$ cat config.mk
export PLATFORM = sky130hd
export DESIGN_NAME = wbc_regs
export DESIGN_NICKNAME = d
export VERILOG_FILES = /design/src/hdl/wbc_pkg.sv /design/src/hdl/wbc_spi.sv /design/src/hdl/wbc_regs.sv
export SDC_FILE = /design/constraint.sdc
export NUM_CORES = 1
export LEC_CHECK = 0
export ABC_CLOCK_PERIOD_IN_PS = 4400
export BUFFER_PORTS_ARGS = -buffer_cell sky130_fd_sc_hd__buf_2
export CORE_MARGIN = 2
export CORE_UTILIZATION = 48
export DETAILED_ROUTE_END_ITERATION = 16
export GPL_TIMING_DRIVEN = 0
export PLACE_DENSITY = 0.67
export SYNTH_ARGS = -nofsm -noshare
export SYNTH_HDL_FRONTEND = slang
export SYNTH_HIERARCHICAL = 1
export SYNTH_SLANG_ARGS = --single-unit
export TNS_END_PERCENT = 20
$ cat constraint.sdc
create_clock -name clock -period 4.4 [get_ports clock]
set_input_delay 0.22 -clock clock [delete_from_list [all_inputs] [get_ports clock]]
set_output_delay 0.22 -clock clock [all_outputs]
set_load 0.05 [all_outputs]
$ cat src/hdl/wbc_pkg.sv
`default_nettype none

package wbc_pkg;

   // ****************************************
   // Register addresses
   // ****************************************
   localparam logic [6:0] ADDR_HW   = 7'h02;
   localparam logic [6:0] ADDR_WD   = 7'h03;
   localparam logic [6:0] ADDR_BUS  = 7'h04;
   localparam logic [6:0] ADDR_PEAK = 7'h05;
   localparam logic [6:0] ADDR_WK   = 7'h07;

   // ****************************************
   // Reset values and writable masks
   // ****************************************
   localparam logic [7:0] HW_RST       = 8'h00;
   localparam logic [7:0] HW_WMASK     = 8'hfb;
   localparam logic [7:0] HW_SOFT_KEEP = 8'hc9;
   localparam logic [7:0] WD_RST       = 8'h14;
   localparam logic [7:0] WD_WMASK     = 8'hf7;
   localparam logic [7:0] WD_RS_KEEP   = 8'hb0;
   localparam logic [7:0] WD_RS_SET    = 8'h04;
   localparam logic [7:0] BUS_RST      = 8'h20;
   localparam logic [7:0] BUS_WMASK    = 8'hfb;
   localparam logic [7:0] BUS_UP_KEEP  = 8'he0;
   localparam logic [4:0] BUS_FS_LOW   = 5'h09;
   localparam logic [7:0] PEAK_RST     = 8'h00;
   localparam logic [7:0] PEAK_WMASK   = 8'h20;
   localparam logic [7:0] WK_RST       = 8'h07;
   localparam logic [7:0] WK_WMASK     = 8'ha7;
   localparam logic [7:0] WK_FS_KEEP   = 8'ha0;
   localparam logic [7:0] WK_FS_SET    = 8'h07;

   // ****************************************
   // Field positions
   // ****************************************
   localparam int FAIL_OUT_SW_ENABLE_BIT     = 5;
   localparam int WD_STOP_BIT   = 6;
   localparam int WDOG_WINDOW_SELECT_BIT    = 5;
   localparam int WD_WAKE_BIT   = 4;
   localparam int WD_RSV_BIT    = 3;
   localparam int LIN_FLASH_BIT = 7;
   localparam int LIN_LOW_SLOPE_BIT   = 6;
   localparam int LIN_TO_BIT    = 5;
   localparam int BUS_RSV_BIT   = 2;
   localparam int PEAK_BIT      = 5;
   localparam int LIN_XCVRS     = 2;
   localparam int FRAME_BITS    = 16;

   // ****************************************
   // Watchdog periods in ms
   // ****************************************
   localparam logic [9:0] WD_P0_MS = 10'd10;
   localparam logic [9:0] WD_P1_MS = 10'd20;
   localparam logic [9:0] WD_P2_MS = 10'd50;
   localparam logic [9:0] WD_P3_MS = 10'd100;
   localparam logic [9:0] WD_P4_MS = 10'd200;
   localparam logic [9:0] WD_P5_MS = 10'd500;

   // ****************************************
   // Types
   // ****************************************
   typedef enum logic [2:0] {
      MODE_INIT, MODE_NORMAL, MODE_STOP, MODE_SLEEP, MODE_RESTART, MODE_FAILSAFE
   } wbc_mode_t;

   typedef struct packed {
      logic [7:0] data;
      logic       wr;
      logic [6:0] addr;
   } wbc_frame_t;

   typedef struct packed {
      logic       off_in_stop;
      logic       window_sel;
      logic       period_valid;
      logic [9:0] period_ms;
   } wbc_wdog_cfg_t;

endpackage

`default_nettype wire

$ cat src/hdl/wbc_spi.sv
`timescale 1ns/1ps
`default_nettype none

module wbc_spi (
   // Clock and reset
   input  wire logic               clock,
   input  wire logic               rst,
   input  wire logic               ce,
   // Serial pins
   input  wire logic               chip_select_n,
   input  wire logic               sclk,
   input  wire logic               sdi,
   output logic                    sdo,
   output logic                    sdo_oe,
   // Frame side
   input  wire logic [15:0]        tx_word,
   output wbc_pkg::wbc_frame_t     frame,
   output logic                    frame_valid
);

   // ****************************************
   // Pin synchronisers
   // ****************************************
   logic [2:0] csn_q;
   logic [2:0] sck_q;
   logic [1:0] sdi_q;
   logic [15:0] rx_q;
   logic [15:0] tx_q;
   logic [4:0]  cnt_q;
   logic        sdo_q;
   logic        valid_q;
   wbc_pkg::wbc_frame_t frame_q;

   always_ff @(posedge clock or posedge rst)
   begin
      if (rst)
      begin
         csn_q <= 3'h7;
         sck_q <= 3'h0;
         sdi_q <= 2'h0;
      end
      else if (ce)
      begin
         csn_q <= {csn_q[1:0], chip_select_n};
         sck_q <= {sck_q[1:0], sclk};
         sdi_q <= {sdi_q[0], sdi};
      end
   end

   // ****************************************
   // Shifting, LSB first
   // ****************************************
   always_ff @(posedge clock or posedge rst)
   begin
      if (rst)
      begin
         rx_q    <= 16'h0000;
         tx_q    <= 16'h0000;
         cnt_q   <= 5'h00;
         sdo_q   <= 1'b0;
         valid_q <= 1'b0;
         frame_q <= '0;
      end
      else if (ce)
      begin
         valid_q <= 1'b0;
         if (csn_q[2] && !csn_q[1])
         begin
            cnt_q <= 5'h00;
            tx_q  <= tx_word >> 1;
            sdo_q <= tx_word[0];
         end
         else if (!csn_q[1] && !sck_q[2] && sck_q[1])
         begin
            rx_q <= {sdi_q[1], rx_q[15:1]};
            if (cnt_q != 5'h1f)
               cnt_q <= cnt_q + 5'h01;
         end
         else if (!csn_q[1] && sck_q[2] && !sck_q[1])
         begin
            sdo_q <= tx_q[0];
            tx_q  <= tx_q >> 1;
         end
         // Only whole frames commit; short or long ones are dropped
         else if (!csn_q[2] && csn_q[1])
         begin
            valid_q <= (cnt_q == 5'(wbc_pkg::FRAME_BITS));
            frame_q <= rx_q;
         end
      end
   end

   assign sdo         = sdo_q;
   assign sdo_oe      = !csn_q[2];
   assign frame       = frame_q;
   assign frame_valid = valid_q;

endmodule // wbc_spi

`default_nettype wire

$ cat src/hdl/wbc_regs.sv
// Operation
// - Failure flag keeps failure outputs on
// - Restart clears software enable, outputs off
// - Soft reset keeps aux regulator bits
// - Stop-disable bit turns watchdog off in stop
// - Bit five selects window or time-out
// - Bus wake in stop starts watchdog
// - Period codes select 10 to 500 ms
// - Watchdog register reset and restart values
// - Bit seven bypasses LIN slope control
// - Bit six selects LIN low slope
// - Bit five enables LIN transmit time-out
// - LIN mode field selects transceiver state
// - LIN options apply at chip-select rise, all
// - Fail-safe loads bus and wake values
// - Bus register reset and restart values
// - Peak bit selects regulator current threshold
// - Peak bit write ignored silently in stop
// - Reserved bits ignore writes, read zero
// - Software enable drives failure outputs
`timescale 1ns/1ps
`default_nettype none

module wbc_regs (
   // Clock and reset
   input  wire logic                        clock,
   input  wire logic                        rst,
   input  wire logic                        ce,
   // Serial pins
   input  wire logic                        chip_select_n,
   input  wire logic                        sclk,
   input  wire logic                        sdi,
   output logic                             sdo,
   output logic                             sdo_oe,
   // Device state and events
   input  wire wbc_pkg::wbc_mode_t          sbc_mode,
   input  wire logic                        soft_reset_req,
   input  wire logic                        restart_entry,
   input  wire logic [3:0]                  restart_bus_modes,
   input  wire logic                        failsafe_entry,
   input  wire logic                        failure_flag,
   input  wire logic                        bus_wake_in_stop,
   // Watchdog controls
   output wbc_pkg::wbc_wdog_cfg_t           wdog_cfg,
   output logic                             wdog_bus_wake_start,
   // Transceiver controls
   output logic [wbc_pkg::LIN_XCVRS-1:0]    lin_slope_bypass,
   output logic [wbc_pkg::LIN_XCVRS-1:0]    lin_low_slope,
   output logic [wbc_pkg::LIN_XCVRS-1:0]    lin_tx_timeout_en,
   output logic [1:0]                       lin_mode_field,
   output logic [1:0]                       can_mode_field,
   // Supply and failure controls
   output logic                             peak_current_thresh_sel,
   output logic                             aux_reg_voltage_cfg,
   output logic                             aux_reg_load_share,
   output logic                             failure_outputs
);

   // ****************************************
   // Helpers
   // ****************************************
   function automatic logic [7:0] merge(input logic [7:0] q, input logic [7:0] d,
                                         input logic [7:0] m);
      merge = (q & ~m) | (d & m);
   endfunction

   function automatic logic [9:0] period_ms(input logic [2:0] code);
      case (code)
         3'h0: period_ms = wbc_pkg::WD_P0_MS;
         3'h1: period_ms = wbc_pkg::WD_P1_MS;
         3'h2: period_ms = wbc_pkg::WD_P2_MS;
         3'h3: period_ms = wbc_pkg::WD_P3_MS;
         3'h4: period_ms = wbc_pkg::WD_P4_MS;
         3'h5: period_ms = wbc_pkg::WD_P5_MS;
         default: period_ms = 10'h000;
      endcase
   endfunction

   function automatic logic hit(input wbc_pkg::wbc_frame_t f, input logic [6:0] a);
      hit = f.wr && (f.addr == a);
   endfunction

   // ****************************************
   // Serial front end
   // ****************************************
   wbc_pkg::wbc_frame_t frame;
   logic                frame_valid;
   logic [7:0]          hw_q;
   logic [7:0]          wd_q;
   logic [7:0]          bus_q;
   logic [7:0]          peak_q;
   logic [7:0]          wk_q;
   logic [7:0]          rd_q;
   logic                fo_q;
   logic                wake_q;
   logic                wr_ok;
   logic                peak_open;

   wbc_spi u_spi (
      .clock         (clock),
      .rst           (rst),
      .ce            (ce),
      .chip_select_n (chip_select_n),
      .sclk          (sclk),
      .sdi           (sdi),
      .sdo           (sdo),
      .sdo_oe        (sdo_oe),
      .tx_word       ({rd_q, 8'h00}),
      .frame         (frame),
      .frame_valid   (frame_valid)
   );

   // Hardware events outrank a write in the same cycle
   assign wr_ok     = frame_valid && !soft_reset_req && !restart_entry && !failsafe_entry;
   assign peak_open = (sbc_mode == wbc_pkg::MODE_INIT) || (sbc_mode == wbc_pkg::MODE_NORMAL);

   // ****************************************
   // Read-back of the addressed register
   // ****************************************
   always_ff @(posedge clock or posedge rst)
   begin
      if (rst)
         rd_q <= 8'h00;
      else if (ce && frame_valid)
      begin
         case (frame.addr)
            wbc_pkg::ADDR_HW:   rd_q <= hw_q;
            wbc_pkg::ADDR_WD:   rd_q <= wd_q;
            wbc_pkg::ADDR_BUS:  rd_q <= bus_q;
            wbc_pkg::ADDR_PEAK: rd_q <= peak_q;
            wbc_pkg::ADDR_WK:   rd_q <= wk_q;
            default:            rd_q <= 8'h00;
         endcase
      end
   end

   // ****************************************
   // Hardware control register
   // ****************************************
   always_ff @(posedge clock or posedge rst)
   begin
      if (rst)
         hw_q <= wbc_pkg::HW_RST;
      else if (ce)
      begin
         if (soft_reset_req)
            hw_q <= hw_q & wbc_pkg::HW_SOFT_KEEP;
         else if (restart_entry)
            hw_q[wbc_pkg::FAIL_OUT_SW_ENABLE_BIT] <= 1'b0;
         else if (wr_ok && hit(frame, wbc_pkg::ADDR_HW))
            hw_q <= merge(hw_q, frame.data, wbc_pkg::HW_WMASK);
      end
   end

   // ****************************************
   // Watchdog control register
   // ****************************************
   // Parity of the written byte is the host's duty; the byte is stored as given except reserved bit 3
   always_ff @(posedge clock or posedge rst)
   begin
      if (rst)
         wd_q <= wbc_pkg::WD_RST;
      else if (ce)
      begin
         if (soft_reset_req)
            wd_q <= wbc_pkg::WD_RST;
         else if (restart_entry)
            wd_q <= (wd_q & wbc_pkg::WD_RS_KEEP) | wbc_pkg::WD_RS_SET;
         else if (wr_ok && hit(frame, wbc_pkg::ADDR_WD))
            wd_q <= merge(wd_q, frame.data, wbc_pkg::WD_WMASK);
      end
   end

   // ****************************************
   // Bus transceiver control register
   // ****************************************
   always_ff @(posedge clock or posedge rst)
   begin
      if (rst)
         bus_q <= wbc_pkg::BUS_RST;
      else if (ce)
      begin
         if (soft_reset_req)
            bus_q <= wbc_pkg::BUS_RST;
         else if (failsafe_entry)
            bus_q <= {bus_q[7:5], wbc_pkg::BUS_FS_LOW};
         else if (restart_entry)
            bus_q <= (bus_q & wbc_pkg::BUS_UP_KEEP) |
                     {3'h0, restart_bus_modes[3:2], 1'b0, restart_bus_modes[1:0]};
         else if (wr_ok && hit(frame, wbc_pkg::ADDR_BUS))
            bus_q <= merge(bus_q, frame.data, wbc_pkg::BUS_WMASK);
      end
   end

   // ****************************************
   // Peak threshold and external wake
   // ****************************************
   always_ff @(posedge clock or posedge rst)
   begin
      if (rst)
         peak_q <= wbc_pkg::PEAK_RST;
      else if (ce)
      begin
         if (soft_reset_req)
            peak_q <= wbc_pkg::PEAK_RST;
         // Stop-mode writes drop without any error report
         else if (wr_ok && hit(frame, wbc_pkg::ADDR_PEAK) && peak_open)
            peak_q <= merge(peak_q, frame.data, wbc_pkg::PEAK_WMASK);
      end
   end

   always_ff @(posedge clock or posedge rst)
   begin
      if (rst)
         wk_q <= wbc_pkg::WK_RST;
      else if (ce)
      begin
         if (soft_reset_req)
            wk_q <= wbc_pkg::WK_RST;
         else if (failsafe_entry)
            wk_q <= (wk_q & wbc_pkg::WK_FS_KEEP) | wbc_pkg::WK_FS_SET;
         else if (wr_ok && hit(frame, wbc_pkg::ADDR_WK))
            wk_q <= merge(wk_q, frame.data, wbc_pkg::WK_WMASK);
      end
   end

   // ****************************************
   // Derived outputs
   // ****************************************
   always_ff @(posedge clock or posedge rst)
   begin
      if (rst)
      begin
         fo_q   <= 1'b0;
         wake_q <= 1'b0;
      end
      else if (ce)
      begin
         fo_q   <= hw_q[wbc_pkg::FAIL_OUT_SW_ENABLE_BIT] || failure_flag;
         wake_q <= bus_wake_in_stop && wd_q[wbc_pkg::WD_WAKE_BIT]
                   && (sbc_mode == wbc_pkg::MODE_STOP);
      end
   end

   assign failure_outputs     = fo_q;
   assign wdog_bus_wake_start = wake_q;
   assign wdog_cfg.off_in_stop  = wd_q[wbc_pkg::WD_STOP_BIT];
   assign wdog_cfg.window_sel   = wd_q[wbc_pkg::WDOG_WINDOW_SELECT_BIT];
   assign wdog_cfg.period_valid = (period_ms(wd_q[2:0]) != 10'h000);
   assign wdog_cfg.period_ms    = period_ms(wd_q[2:0]);

   // One register bit feeds every LIN transceiver alike
   genvar gi;
   generate
      for (gi = 0; gi < wbc_pkg::LIN_XCVRS; gi++)
      begin : g_lin
         assign lin_slope_bypass[gi]  = bus_q[wbc_pkg::LIN_FLASH_BIT];
         assign lin_low_slope[gi]     = bus_q[wbc_pkg::LIN_LOW_SLOPE_BIT];
         assign lin_tx_timeout_en[gi] = bus_q[wbc_pkg::LIN_TO_BIT];
      end
   endgenerate

   assign lin_mode_field          = bus_q[4:3];
   assign can_mode_field          = bus_q[1:0];
   assign peak_current_thresh_sel = peak_q[wbc_pkg::PEAK_BIT];
   assign aux_reg_voltage_cfg     = hw_q[7];
   assign aux_reg_load_share      = hw_q[3];

   // ****************************************
   // Assertions
   // ****************************************
   a_fail_flag_on: assert property (@(posedge clock) disable iff (rst)
      ce && failure_flag |=> failure_outputs)
      else $error("failure outputs off while failure flag set");

   a_fo_restart: assert property (@(posedge clock) disable iff (rst)
      ce && restart_entry ##1 ce |=> !failure_outputs || $past(failure_flag))
      else $error("failure outputs still on after restart");

   a_soft_keep: assert property (@(posedge clock) disable iff (rst)
      ce && soft_reset_req |=> hw_q == ($past(hw_q) & wbc_pkg::HW_SOFT_KEEP))
      else $error("soft reset altered kept bits");

   a_wd_restart: assert property (@(posedge clock) disable iff (rst)
      ce && restart_entry && !soft_reset_req |=>
         wd_q[2:0] == 3'h4 && !wd_q[6] && wd_q[5:4] == $past(wd_q[5:4]))
      else $error("watchdog restart value wrong");

   a_fs_values: assert property (@(posedge clock) disable iff (rst)
      ce && failsafe_entry && !soft_reset_req |=> bus_q[4:0] == 5'h09 && wk_q[2:0] == 3'h7)
      else $error("fail-safe values not loaded");

   a_peak_stop: assert property (@(posedge clock) disable iff (rst)
      ce && sbc_mode == wbc_pkg::MODE_STOP && !soft_reset_req |=> $stable(peak_q))
      else $error("peak bit changed in stop mode");

   a_resv_zero: assert property (@(posedge clock) disable iff (rst)
      !wd_q[3] && !bus_q[2] && peak_q[7:6] == 2'h0 && peak_q[4:0] == 5'h00 && !hw_q[2])
      else $error("reserved bit set");

   a_period_undef: assert property (@(posedge clock) disable iff (rst)
      wd_q[2:1] == 2'h3 |-> !wdog_cfg.period_valid && wdog_cfg.period_ms == 10'h000)
      else $error("undefined period code selects a period");

   a_wake_start: assert property (@(posedge clock) disable iff (rst)
      ce && bus_wake_in_stop && !wd_q[4] |=> !wdog_bus_wake_start)
      else $error("watchdog started with wake start disabled");

   a_lin_opts: assert property (@(posedge clock) disable iff (rst)
      ce && wr_ok && hit(frame, wbc_pkg::ADDR_BUS) |=>
         lin_slope_bypass == {wbc_pkg::LIN_XCVRS{$past(frame.data[wbc_pkg::LIN_FLASH_BIT])}}
         && lin_low_slope == {wbc_pkg::LIN_XCVRS{$past(frame.data[wbc_pkg::LIN_LOW_SLOPE_BIT])}}
         && lin_tx_timeout_en == {wbc_pkg::LIN_XCVRS{$past(frame.data[wbc_pkg::LIN_TO_BIT])}})
      else $error("LIN option write not applied");

   a_bus_modes: assert property (@(posedge clock) disable iff (rst)
      ce && wr_ok && hit(frame, wbc_pkg::ADDR_BUS) |=>
         lin_mode_field == $past(frame.data[4:3]) && can_mode_field == $past(frame.data[1:0]))
      else $error("transceiver mode write not applied");

   a_bus_restart: assert property (@(posedge clock) disable iff (rst)
      ce && restart_entry && !soft_reset_req && !failsafe_entry |=>
         !bus_q[wbc_pkg::BUS_RSV_BIT] && bus_q[7:5] == $past(bus_q[7:5])
         && {lin_mode_field, can_mode_field} == $past(restart_bus_modes))
      else $error("bus restart value wrong");

   a_wd_write: assert property (@(posedge clock) disable iff (rst)
      ce && wr_ok && hit(frame, wbc_pkg::ADDR_WD) |=>
         wdog_cfg.off_in_stop == $past(frame.data[wbc_pkg::WD_STOP_BIT])
         && wdog_cfg.window_sel == $past(frame.data[wbc_pkg::WDOG_WINDOW_SELECT_BIT]))
      else $error("watchdog type or stop bit not applied");

   a_sw_fail_out_sw_enable: assert property (@(posedge clock) disable iff (rst)
      ce && hw_q[wbc_pkg::FAIL_OUT_SW_ENABLE_BIT] |=> failure_outputs)
      else $error("software enable left failure outputs off");

   a_peak_write: assert property (@(posedge clock) disable iff (rst)
      ce && wr_ok && hit(frame, wbc_pkg::ADDR_PEAK) && peak_open |=>
         peak_current_thresh_sel == $past(frame.data[wbc_pkg::PEAK_BIT]))
      else $error("peak threshold write not applied");

   c_write_bus: cover property (@(posedge clock) disable iff (rst)
      frame_valid && hit(frame, wbc_pkg::ADDR_BUS));
   c_restart: cover property (@(posedge clock) disable iff (rst) ce && restart_entry);
   c_failsafe: cover property (@(posedge clock) disable iff (rst) ce && failsafe_entry);
   c_wake_start: cover property (@(posedge clock) disable iff (rst) wdog_bus_wake_start);

endmodule // wbc_regs

`default_nettype wire

* Word-level counts from Yosys, hierarchy flattened
Cells that the tools add are included.
** Cells by class
- Add/sub/neg operators :: 1
- Multipliers :: 0
- Divide/modulo/power cells :: 0
- Order comparisons :: 0
- Eq/ne operators :: 17
- Shift-type cells :: 0
- Mux-type cells :: 31
- Bitwise gates (word level) :: 11
- Reductions and logical operators :: 61
** Operators by type and width (count)
- two-way mux 8 bit :: 12
- case mux 9 bit (6 select lines) :: 1
- two-way mux 16 bit :: 3
- case mux 8 bit (5 select lines) :: 1
- logical AND 1 bit :: 23
- == test 7 x 3 -> 1 bit, second input constant :: 3
- AND reduction 3 bit :: 7
- two-way mux 5 bit :: 4
- bitwise OR 3 x 8 -> 8 bit :: 2
- == test 7 x 2 -> 1 bit, second input constant :: 2
- nonzero test 2 bit :: 7
- two-way mux 6 bit :: 2
- nonzero test 3 bit :: 4
- AND reduction 2 bit :: 5
- nonzero test 10 bit :: 1
- == test 3 x 2 -> 1 bit, second input constant :: 3
- two-way mux 1 bit :: 8
- bitwise OR 4 x 8 -> 8 bit :: 1
- bitwise OR 7 x 8 -> 8 bit :: 1
- bitwise OR 8 x 5 -> 8 bit :: 1
- bitwise OR 8 x 6 -> 8 bit :: 1
- zero test 1 bit :: 7
- == test 3 x 1 -> 1 bit, second input constant :: 2
- == test 3 bit, second input constant :: 2
- other kinds (11) :: 18
** Word-level totals
- Register bits :: 113
- Bits in latches :: 0
- Memory bits (writable) :: 0
- ROM bits :: 0
- Logic and storage cells :: 145
- Memories :: 0

* Logic depth before layout (Yosys ltp)
Gate-level depths: netlist (run 1).
- Depth after elaboration :: 9
- Gate-level depth with buffers :: 6

* Cells and area by module
Netlist (run 1), hierarchy kept.
** Modules (own cells, without submodules)
- wbc_spi :: instances 1, cells an instance 182, area an instance 2692.6 µm²
- wbc_regs :: instances 1, cells an instance 219, area an instance 2120.8 µm²

* Least setup slack after synthesis (run 1)
No wires, ideal clock.
- Kind :: reg-to-output
- Start :: register wd_q[2]
- End :: output port wdog_cfg[5] (netlist name)
- Arrival time :: 2.215 ns
- Data required time :: 4.180 ns
- Setup slack :: 1.965 ns
- Stages on the path, launching flop included :: 5
- Path buffers :: 0
- Cells stage by stage :: dfstp_2 > inv_1 > nor2_1 > and2_1 > or2_2
** RTL lines
- start: declaration :: line wbc_regs.sv:89 : logic [7:0] wd_q;
- start signal: assignment :: line wbc_regs.sv:162 : wd_q <= wbc_pkg::WD_RST;
- start signal: assignment :: line wbc_regs.sv:166 : wd_q <= wbc_pkg::WD_RST;
- start signal: assignment :: line wbc_regs.sv:168 : wd_q <= (wd_q & wbc_pkg::WD_RS_KEEP) | wbc_pkg::WD_RS_SET;
- end: declaration :: line wbc_regs.sv:44 : output wbc_pkg::wbc_wdog_cfg_t wdog_cfg,

* Worst setup path in the final report (run 1)
- Start :: register u_spi.frame_q (netlist bit u_spi/frame[0])
- End :: register bus_q[1]
** On the way
- Cells in the longest elaborated chain, start to end :: 5
** Ends and longest elaborated chain
- start: declaration :: line wbc_spi.sv:32 : wbc_pkg::wbc_frame_t frame_q;
- start signal: assignment :: line wbc_spi.sv:88 : frame_q <= rx_q;
- == test 7 x 3 -> 1 bit :: line wbc_regs.sv:80 : hit = f.wr && (f.addr == a);
- logical AND 1 bit :: line wbc_regs.sv:80
- logical AND 1 bit :: line wbc_regs.sv:190 : else if (wr_ok && hit(frame, wbc_pkg::ADDR_BUS))
- nonzero test 4 bit (no source line)
- AND reduction 2 bit (no source line)
- end signal: assignment :: line wbc_regs.sv:186 : bus_q <= {bus_q[7:5], wbc_pkg::BUS_FS_LOW};
- end signal: assignment :: line wbc_regs.sv:188 : bus_q <= (bus_q & wbc_pkg::BUS_UP_KEEP) |
- end signal: assignment :: line wbc_regs.sv:191 : bus_q <= merge(bus_q, frame.data, wbc_pkg::BUS_WMASK);
- end: declaration :: line wbc_regs.sv:90 : logic [7:0] bus_q;
Every way passes these cells.
A chain may end at the register's enable or synchronous reset.

==> results_dict.tcl, run 1 <==
set metrics [dict create \
    wl_per_cell_um 16.56 \
    cp_max_fo 10 \
    start_util 0.4924 \
    crit_type "reg2reg" \
    met1_length_um 4573 \
    num_rows 36 \
    tightestPinTransition_ps 791.7 \
    grt_pass1_wl_um 16710 \
    synth_enable_flop_cells 0 \
    cts_tree "built" \
    cts_root_buf "clkbuf_8" \
    drtIter0Drc 202 \
    met2_wirelength_um 4612 \
    gr-total-overflow 0 \
    cp.arrival_ps 2630 \
    clk_pin_slew_ps 90 \
    place.gp.congestion 0.8983 \
    async_flop_share 1.000 \
    r2r_cells 5 \
    p_leak_uw 0.002528 \
    layout.nets 487 \
    timing_hold_violations_final 0 \
    cp-startpoint "u_spi/frame[0]" \
    netlist_area_sq_um 4813 \
    rsz0062_at_grt "no" \
    chipHeight_um 104.1 \
    synth_warnings 6 \
    vias 3379 \
    dieArea_sq_um 10850 \
    hp-class "in2reg" \
    power_density_nw_per_um2 381.9 \
    met3_length_um 580 \
    start_kind "flip-flop" \
    core_area_sq_um 9774 \
    critPathCapture "bus_q[1]" \
    synth.area.top_cells "dfrtp_1, mux2_2, dfstp_2, nand2_1, mux2i_1" \
    port_buffers 43 \
    ys_seq_area_frac 0.5170 \
    die_w_um 104.1 \
    maxCapViolCount 0 \
    r2r_start "u_spi/frame[0]" \
    grt_pass1_vias 3279 \
    skew_ps 13.40 \
    fin_crit_ps 2376 \
    ys_seq_elements 99 \
    setup-violations-final 0 \
    drive_above_1_share 0.3609 \
    syn_area_per_cell_sq_um 12.00 \
    final-max-slew-violation-count 0 \
    setup-tns-final_ps 0 \
    dpl.hpwl_um 7263 \
    area_growth_pct 13.44 \
    peakVddDrop_v 0.0002825 \
    reg2reg_to "bus_q[1]" \
    critPathCaptureType "flip-flop" \
    synth_top_area_frac 0.4679 \
    num_antenna_cells 0 \
    h-tree-depth 3 \
    pin_count 48 \
    cp.required_ps 4650 \
    routed_via_density 5.594 \
    synth-main-ff-cell "dfrtp_1" \
    clk_path_buf_depth 2 \
    drtAntennaViolNets 0 \
    status "complete, no violations" \
    yosysUniqueCellTypes 64 \
    topRoutingLayerUsed "met4" \
    grt_max_degree 41 \
    slew_headroom 0.4714 \
    finalCritPeriodShare 0.5401 \
    grtUsageTotal 0.1931 \
    utilization 0.5586 \
    r2r_slack_ps 2020 \
    ctsResizeCount 0 \
    synth_cells 401 \
    firstDrtPassIters 5 \
    synth_top_area_cell "dfrtp_1" \
    cts_made_buffers 9 \
    drcViolationCount 0 \
    clock_sinks 99 \
    cts_setup_buffers 0 \
    clock_latency_ps 370 \
    timing.fmax_ghz 0.4208 \
    grt_antenna_before_repair 0 \
    wl_um 10000 \
]
## cell usage after synthesis, types with 4 or more instances
library cell and n:
dfstp_2 9, nand3_1 5, nor2_1 20, dfrtp_1 90, buf_4 9, mux2i_1 9, nor3_1 5, inv_1 19
o21ai_0 15, nor2b_1 6, mux2_2 69, clkbuf_1 9, a21oi_1 6, a22oi_1 8, buf_6 5, a32o_1 4
nand4_1 4, a22o_1 7, nand2b_1 5, nand2_1 26, mux2_1 7
## state kept, by name, indices dropped and copies added (netlist names), 5 cells and up
name	flops
u_spi/frame	16
u_spi/rx_q	16
u_spi/tx_q	15
rd_q	8
bus_q	7
hw_q	7
wd_q	7
u_spi/cnt_q	5
wk_q	5
## how the worst min path moves through the flow
stage          slack [ps]  depth (start not counted)              to  from
6_report               80                          2  u_spi/sck_q[0]  sclk
2_1_floorplan         370                          1  u_spi/sck_q[0]  sclk
3_5_place_dp          320                          2  u_spi/cnt_q[2]   rst
5_1_grt                70                          2  u_spi/sdi_q[0]   sdi
3_3_place_gp          450                          2  u_spi/sck_q[0]  sclk
4_1_cts                60                          2  u_spi/sck_q[0]  sclk
## kinds of logic after synthesis
logic type / Yosys count / share of synthesized area
and+or+nand+nor: 99 / 0.1183
DFF: 99 / 0.5170
muxes: 85 / 0.1965
AOI/OAI and AO/OA: 67 / 0.1074
buffers and inverters: 47 / 0.05225
adders and majority gates: 3 / 0.007799
other: 1 / 0.0007791
## area by class of cell
| class | instances | area, sq um |
|---|---|---|
| multi-input combinational | 264 | 2107 |
| buffer | 28 | 180.2 |
| timing repair buffer | 45 | 245.2 |
| tap | 133 | 166.4 |
| clock inverter | 5 | 60.06 |
| clock buffer | 11 | 141.4 |
| fill | 845 | 4314 |
| inverter | 19 | 71.32 |
| sequential | 99 | 2489 |
## timing repair
action | 4_1_cts | 5_1_grt
endpoints found under the setup margin | 0 | 0
endpoints found under the hold margin | 22 | 0
hold buffers | 1 | 0
## cells in the final DEF (no fill, tap or decap), types with 4 or more instances in the layout
cell type,netlist,routed
dfrtp_1,90,90
mux2_2,69,69
buf_2,3,46
nand2_1,26,26
nor2_1,20,20
inv_1,19,17
o21ai_0,15,15
clkbuf_1,9,10
conb_1,1,10
clkbuf_8,0,10
mux2i_1,9,9
buf_4,9,9
dfstp_2,9,9
a22oi_1,8,8
a22o_1,7,7
mux2_1,7,7
nor2b_1,6,6
a21oi_1,6,6
buf_6,5,5
nand3_1,5,5
nor3_1,5,5
nand2b_1,5,5
a32o_1,4,4
nand4_1,4,4
## power by group
group	total (uW)	switching (uW)	internal, uW
clock network	596	315	281
logic	369	189	180
registers	1120	94.8	1030
## routing by layer
| metal | vias to the layer above | track usage |
|---|---|---|
| met3 | 20 | 0.04699 |
| met2 | 112 | 0.3012 |
| met5 | - | 0 |
| li1 | 1569 | - |
| met4 | 0 | 0.06950 |
| met1 | 1678 | 0.2638 |
## worst max-delay path, stage by stage, from the launching register on
cell and delay [ps]:
dfrtp_1 400, clkbuf_1 240, nor3b_1 700, nand2_1 190
o31ai_4 340, mux2_2 390
## through the flow
stage	worst slack [ps]	hold slack [ps]	std cells	power, uW	cell area, sq um
final	2024	82.96	604	2085	5460
after CTS	2056	61.28	604	2107	5460
after detailed placement	2051	315.2	587	1512	5249
after floorplan	1965	371.7	410	1404	4847
after global placement	1897	453.7	586	1491	5229
after global routing	1934	68.66	604	2196	5460
Note: power is estimated with default switching activity, not from simulation.
==> run 2, diff against run 1 <==
Settings changed: ABC_CLOCK_PERIOD_IN_PS 4400 to 2000, PLACE_DENSITY 0.67 to 0.7.
Clock period 4.4 ns to 2 ns, I/O delays scaled along.
==> run 2 against run 1 <==
The flow now finishes with violations (setup timing). Clock skew decreased by 1.5 ps. Worst setup slack got worse by 2000 ps. Critical path depth decreased by 1. Combinational power increased by 120%. Largest cell class unchanged. Highest routed layer unchanged.
==> results_dict.tcl, run 2 (synthesis results as in run 1) <==
set metrics [dict create \
    status "finished with violations" \
    violations "setup timing" \
    clk_path_buf_depth 2 \
    skew_ps 11.92 \
    start_kind "flip-flop" \
    place.gp.congestion 0.9183 \
    pin_count 48 \
    crit_type "reg2reg" \
    fin_hold_ws_ps 16.31 \
    cts_made_buffers 9 \
    critPathCaptureType "flip-flop" \
    timing.fmax_ghz 0.4986 \
    drcViolationCount 0 \
    cts_tree "built" \
    drive_above_1_share 0.3854 \
    start_util 0.4924 \
    multi_input_comb_area_sq_um 2165 \
    num_antenna_cells 0 \
    h-tree-depth 3 \
    grtUsageTotal 0.1940 \
    final_cell_mix "dfrtp_1, mux2_2, buf_2, nand2_1, nor2_1" \
    die_w_um 104.1 \
    grt_pass1_vias 3379 \
    grt_pass1_wl_um 16900 \
    cts_root_buf "clkbuf_8" \
    dieArea_sq_um 10850 \
    hp-class "in2reg" \
    tightestPinTransition_ps 776.2 \
    firstDrtPassIters 4 \
    setup_ws_ps -5.541 \
    peakVddDrop_v 0.0004113 \
    drtIter0Drc 152 \
    layout.area.seq_sq_um 2489 \
    final_common_cell "dfrtp_1" \
    utilization 0.5768 \
    layout.nets 496 \
    cp.required_ps 2250 \
    vias 3373 \
    place_ws_ps -298.1 \
    cp.arrival_ps 2250 \
    setup-violations-final 2 \
    wl_per_cell_um 16.40 \
    slew_headroom 0.4818 \
    final-max-slew-violation-count 0 \
    fin_cells 613 \
    cp_max_fo 10 \
    clock_sinks 99 \
    finalCritPeriodShare 1.003 \
    dp.cells 587 \
    rsz0062_at_grt "yes" \
    clk_pin_slew_ps 100 \
    p_leak_uw 0.002603 \
    port_buffers 43 \
    gr-total-overflow 0 \
    grt_max_degree 40 \
    routed_via_density 5.502 \
    clock_latency_ps 370 \
    maxCapViolCount 0 \
    core_area_sq_um 9774 \
    num_rows 36 \
    chipHeight_um 104.1 \
    fin_crit_ps 2006 \
    drtAntennaViolNets 0 \
    dpl.hpwl_um 7211 \
    timing_hold_violations_final 0 \
    area_growth_pct 17.13 \
    wl_um 10050 \
    grt_antenna_before_repair 0 \
    setup-tns-final_ps -9.468 \
    power_density_nw_per_um2 844.8 \
    n_fill_cell 817 \
]
-- run 2: through the flow --
stage,power [uW],instance area (sq um)
floorplan,3088,4851
global route,4999,5638
finish,4763,5638
CTS,4816,5582
detailed placement,3322,5253
global placement,3279,5233
-- run 2: final timing paths --
check,endpoint,start,slack (ps),cells after the start
hold reg to reg,wd_q[4],wd_q[4],490,2
min in group asynchronous,u_spi/cnt_q[1],rst,350,3
hold / removal,wdog_bus_wake_start,sbc_mode[1],20,3
max in group asynchronous,bus_q[7],rst,1050,3
setup / recovery,bus_q[4],u_spi/frame[4],-6,4
setup reg to reg,bus_q[4],u_spi/frame[4],-6,4
-- run 2: layer usage --
layer  routed length [um]  GRT usage  part of all wire  vias to the layer above
met4                  205    0.06853             0.020                        0
met3                  368    0.02945             0.037                       18
met5                    0          0                 0                        -
met2                 4731     0.3120              0.47                       81
li1                     -          -                 -                     1584
met1                 4745     0.2688              0.47                     1690
-- run 2: power breakdown --
group / switching [uW] / total [uW] / internal [uW]
Combinational: 414 / 818 / 405
Clock: 719 / 1470 / 754
Sequential: 214 / 2470 / 2260
Total: 1350 / 4760 / 3420
-- run 2: area by class of cell --
class | count | share of cell area
tap | 133 | 0.02952
clock buffer | 10 | 0.02441
inverter | 19 | 0.01265
timing repair buffer | 54 | 0.05770
buffer | 28 | 0.03329
multi-input combinational | 264 | 0.3839
clock inverter | 6 | 0.01709
sequential | 99 | 0.4414
-- run 2: repair_timing --
item	4_1_cts	5_1_grt
endpoints found under the hold margin	56	0
hold buffers	6	0
pin swaps	1	6
setup buffers	2	2
gates resized for setup	4	16
endpoints found under the setup margin	12	21
-- run 2: worst max-delay path, cell delays in order, from the launching register on --
cell,delay (ps)
dfrtp_1,390
or4_4,600
buf_8,180
o31ai_4,340
mux2_2,380
==> run 3, diff against run 2 <==
Settings changed: PLACE_DENSITY 0.7 to 0.79.
==> run 3 against run 2 <==
The run still ends with setup timing left. Cell count is 0.49% lower. Sequential power hardly changed. Sequential share of layout area is 0.50 points higher. Clock skew is 5.3 ps higher. Critical endpoint is now bus_q[0]. Utilization is 0.64 points lower.
==> results_dict.tcl, run 3 (synthesis results as in run 1) <==
set metrics [dict create \
    skew_ps 17.27 \
    wl_per_cell_um 16.62 \
    peakVddDrop_v 0.0003395 \
    r2r_cells 4 \
    fin_crit_ps 2005 \
    vias 3457 \
    p_leak_uw 0.002587 \
    critPathCapture "bus_q[0]" \
    routed_via_density 5.667 \
    layout.nets 493 \
    gr-total-overflow 0 \
    clk_pin_slew_ps 100 \
    clk_path_buf_depth 2 \
    num_antenna_cells 0 \
    drtIter0Drc 198 \
    cp.arrival_ps 2250 \
    slew_headroom 0.4795 \
    dieArea_sq_um 10850 \
    clock_sinks 99 \
    grt_pass1_vias 3451 \
    cts_root_buf "clkbuf_8" \
    r2r_start "u_spi/frame[3]" \
    status "finished with violations" \
    dpl.hpwl_um 7385 \
    start_util 0.4924 \
    grt_antenna_before_repair 0 \
    drive_above_1_share 0.3774 \
    clock_latency_ps 360 \
    dpl-instance-area_sq_um 5253 \
    total_power_uw 4714 \
    grt_max_degree 39 \
    pin_count 48 \
    final_cell_mix "dfrtp_1, mux2_2, buf_2, nand2_1, nor2_1" \
    place.gp.congestion 0.9138 \
    cp-startpoint "u_spi/frame[3]" \
    drcViolationCount 0 \
    power_density_nw_per_um2 845.5 \
    cp_max_fo 10 \
    final_common_cell "dfrtp_1" \
    grt_pass1_wl_um 16860 \
    wl_um 10140 \
    rsz0062_at_grt "yes" \
    cts_tree "built" \
    die_w_um 104.1 \
    core_area_sq_um 9774 \
    setup-violations-final 4 \
    cp.required_ps 2250 \
    finalCritPeriodShare 1.003 \
    setup_ws_ps -5.314 \
    hp-class "in2reg" \
    violations "setup timing" \
    final-max-slew-violation-count 0 \
    drtAntennaViolNets 0 \
    crit_type "reg2reg" \
    start_kind "flip-flop" \
    r2r_slack_ps -5 \
    port_buffers 43 \
    tightestPinTransition_ps 779.6 \
    timing_hold_violations_final 0 \
    cts_made_buffers 9 \
    reg2reg_to "bus_q[0]" \
    h-tree-depth 3 \
    area_growth_pct 15.83 \
    timing.fmax_ghz 0.4987 \
    critPathCaptureType "flip-flop" \
    chipHeight_um 104.1 \
    design_area_sq_um 5575 \
    firstDrtPassIters 7 \
    maxCapViolCount 0 \
    num_rows 36 \
    grtUsageTotal 0.1940 \
]
run 3: cell count changes in the layout (fill, tap and decap cells not counted), moves of 2 or more:
cell	before	now
buf_4	13	11
clkinv_2	0	3
o21ai_0	10	13
o21ai_1	5	3
run 3: cell type report:
type	instances	area, sq um
tap	133	166.4
fill	826	4199
clock buffer	9	123.9
sequential	99	2489
timing repair buffer	51	300.3
multi-input combinational	264	2150
clock inverter	7	91.34
inverter	19	71.32
buffer	28	183.9
run 3: worst min-delay path by stage:
stage,startpoint,end,slack [ps],cells after the start
after detailed placement,rst,u_spi/cnt_q[1],190,2
final,bus_wake_in_stop,wdog_bus_wake_start,20,3
after floorplan,sclk,u_spi/sck_q[0],250,1
after global routing,bus_wake_in_stop,wdog_bus_wake_start,30,3
after CTS,bus_wake_in_stop,wdog_bus_wake_start,40,3
after global placement,sclk,u_spi/sck_q[0],330,2
run 3: what timing repair did:
item | in CTS | in global routing
gates resized for setup | 3 | 11
pin swaps | 1 | 4
hold buffers | 5 | 0
endpoints found under the setup margin | 7 | 30
setup buffers | 0 | 2
endpoints found under the hold margin | 28 | 0
run 3: critical path, stage by stage, from the launching register on:
cell	delay, ps
dfrtp_1	380
or4_4	600
buf_6	190
o31ai_4	350
mux2_2	370
run 3: per-layer routing:
metal	track usage	up-vias	wire [um]
met5	0	-	0
met4	0.07239	0	234
met3	0.03947	20	681
met2	0.3064	129	4852
met1	0.2655	1734	4371
li1	-	1574	-
run 3: report_power, final:
part	switching [uW]	internal (uW)	total [uW]
Sequential	214	2260	2470
Clock	703	703	1410
Combinational	430	407	837
run 3: through the flow:
stage	worst slack [ps]	util	cells	hold WS, ps	setup TNS, ps
floorplan	102.9	-	410	251.7	0
global placement	-328.8	0.5353	586	334.5	-20360
detailed placement	-262.1	0.5374	587	193.2	-1173
CTS	-71.05	0.5666	608	35.33	-90.75
global route	-45.07	0.5704	610	32.56	-246.8
finish	-5.314	0.5704	610	21.35	-9.285
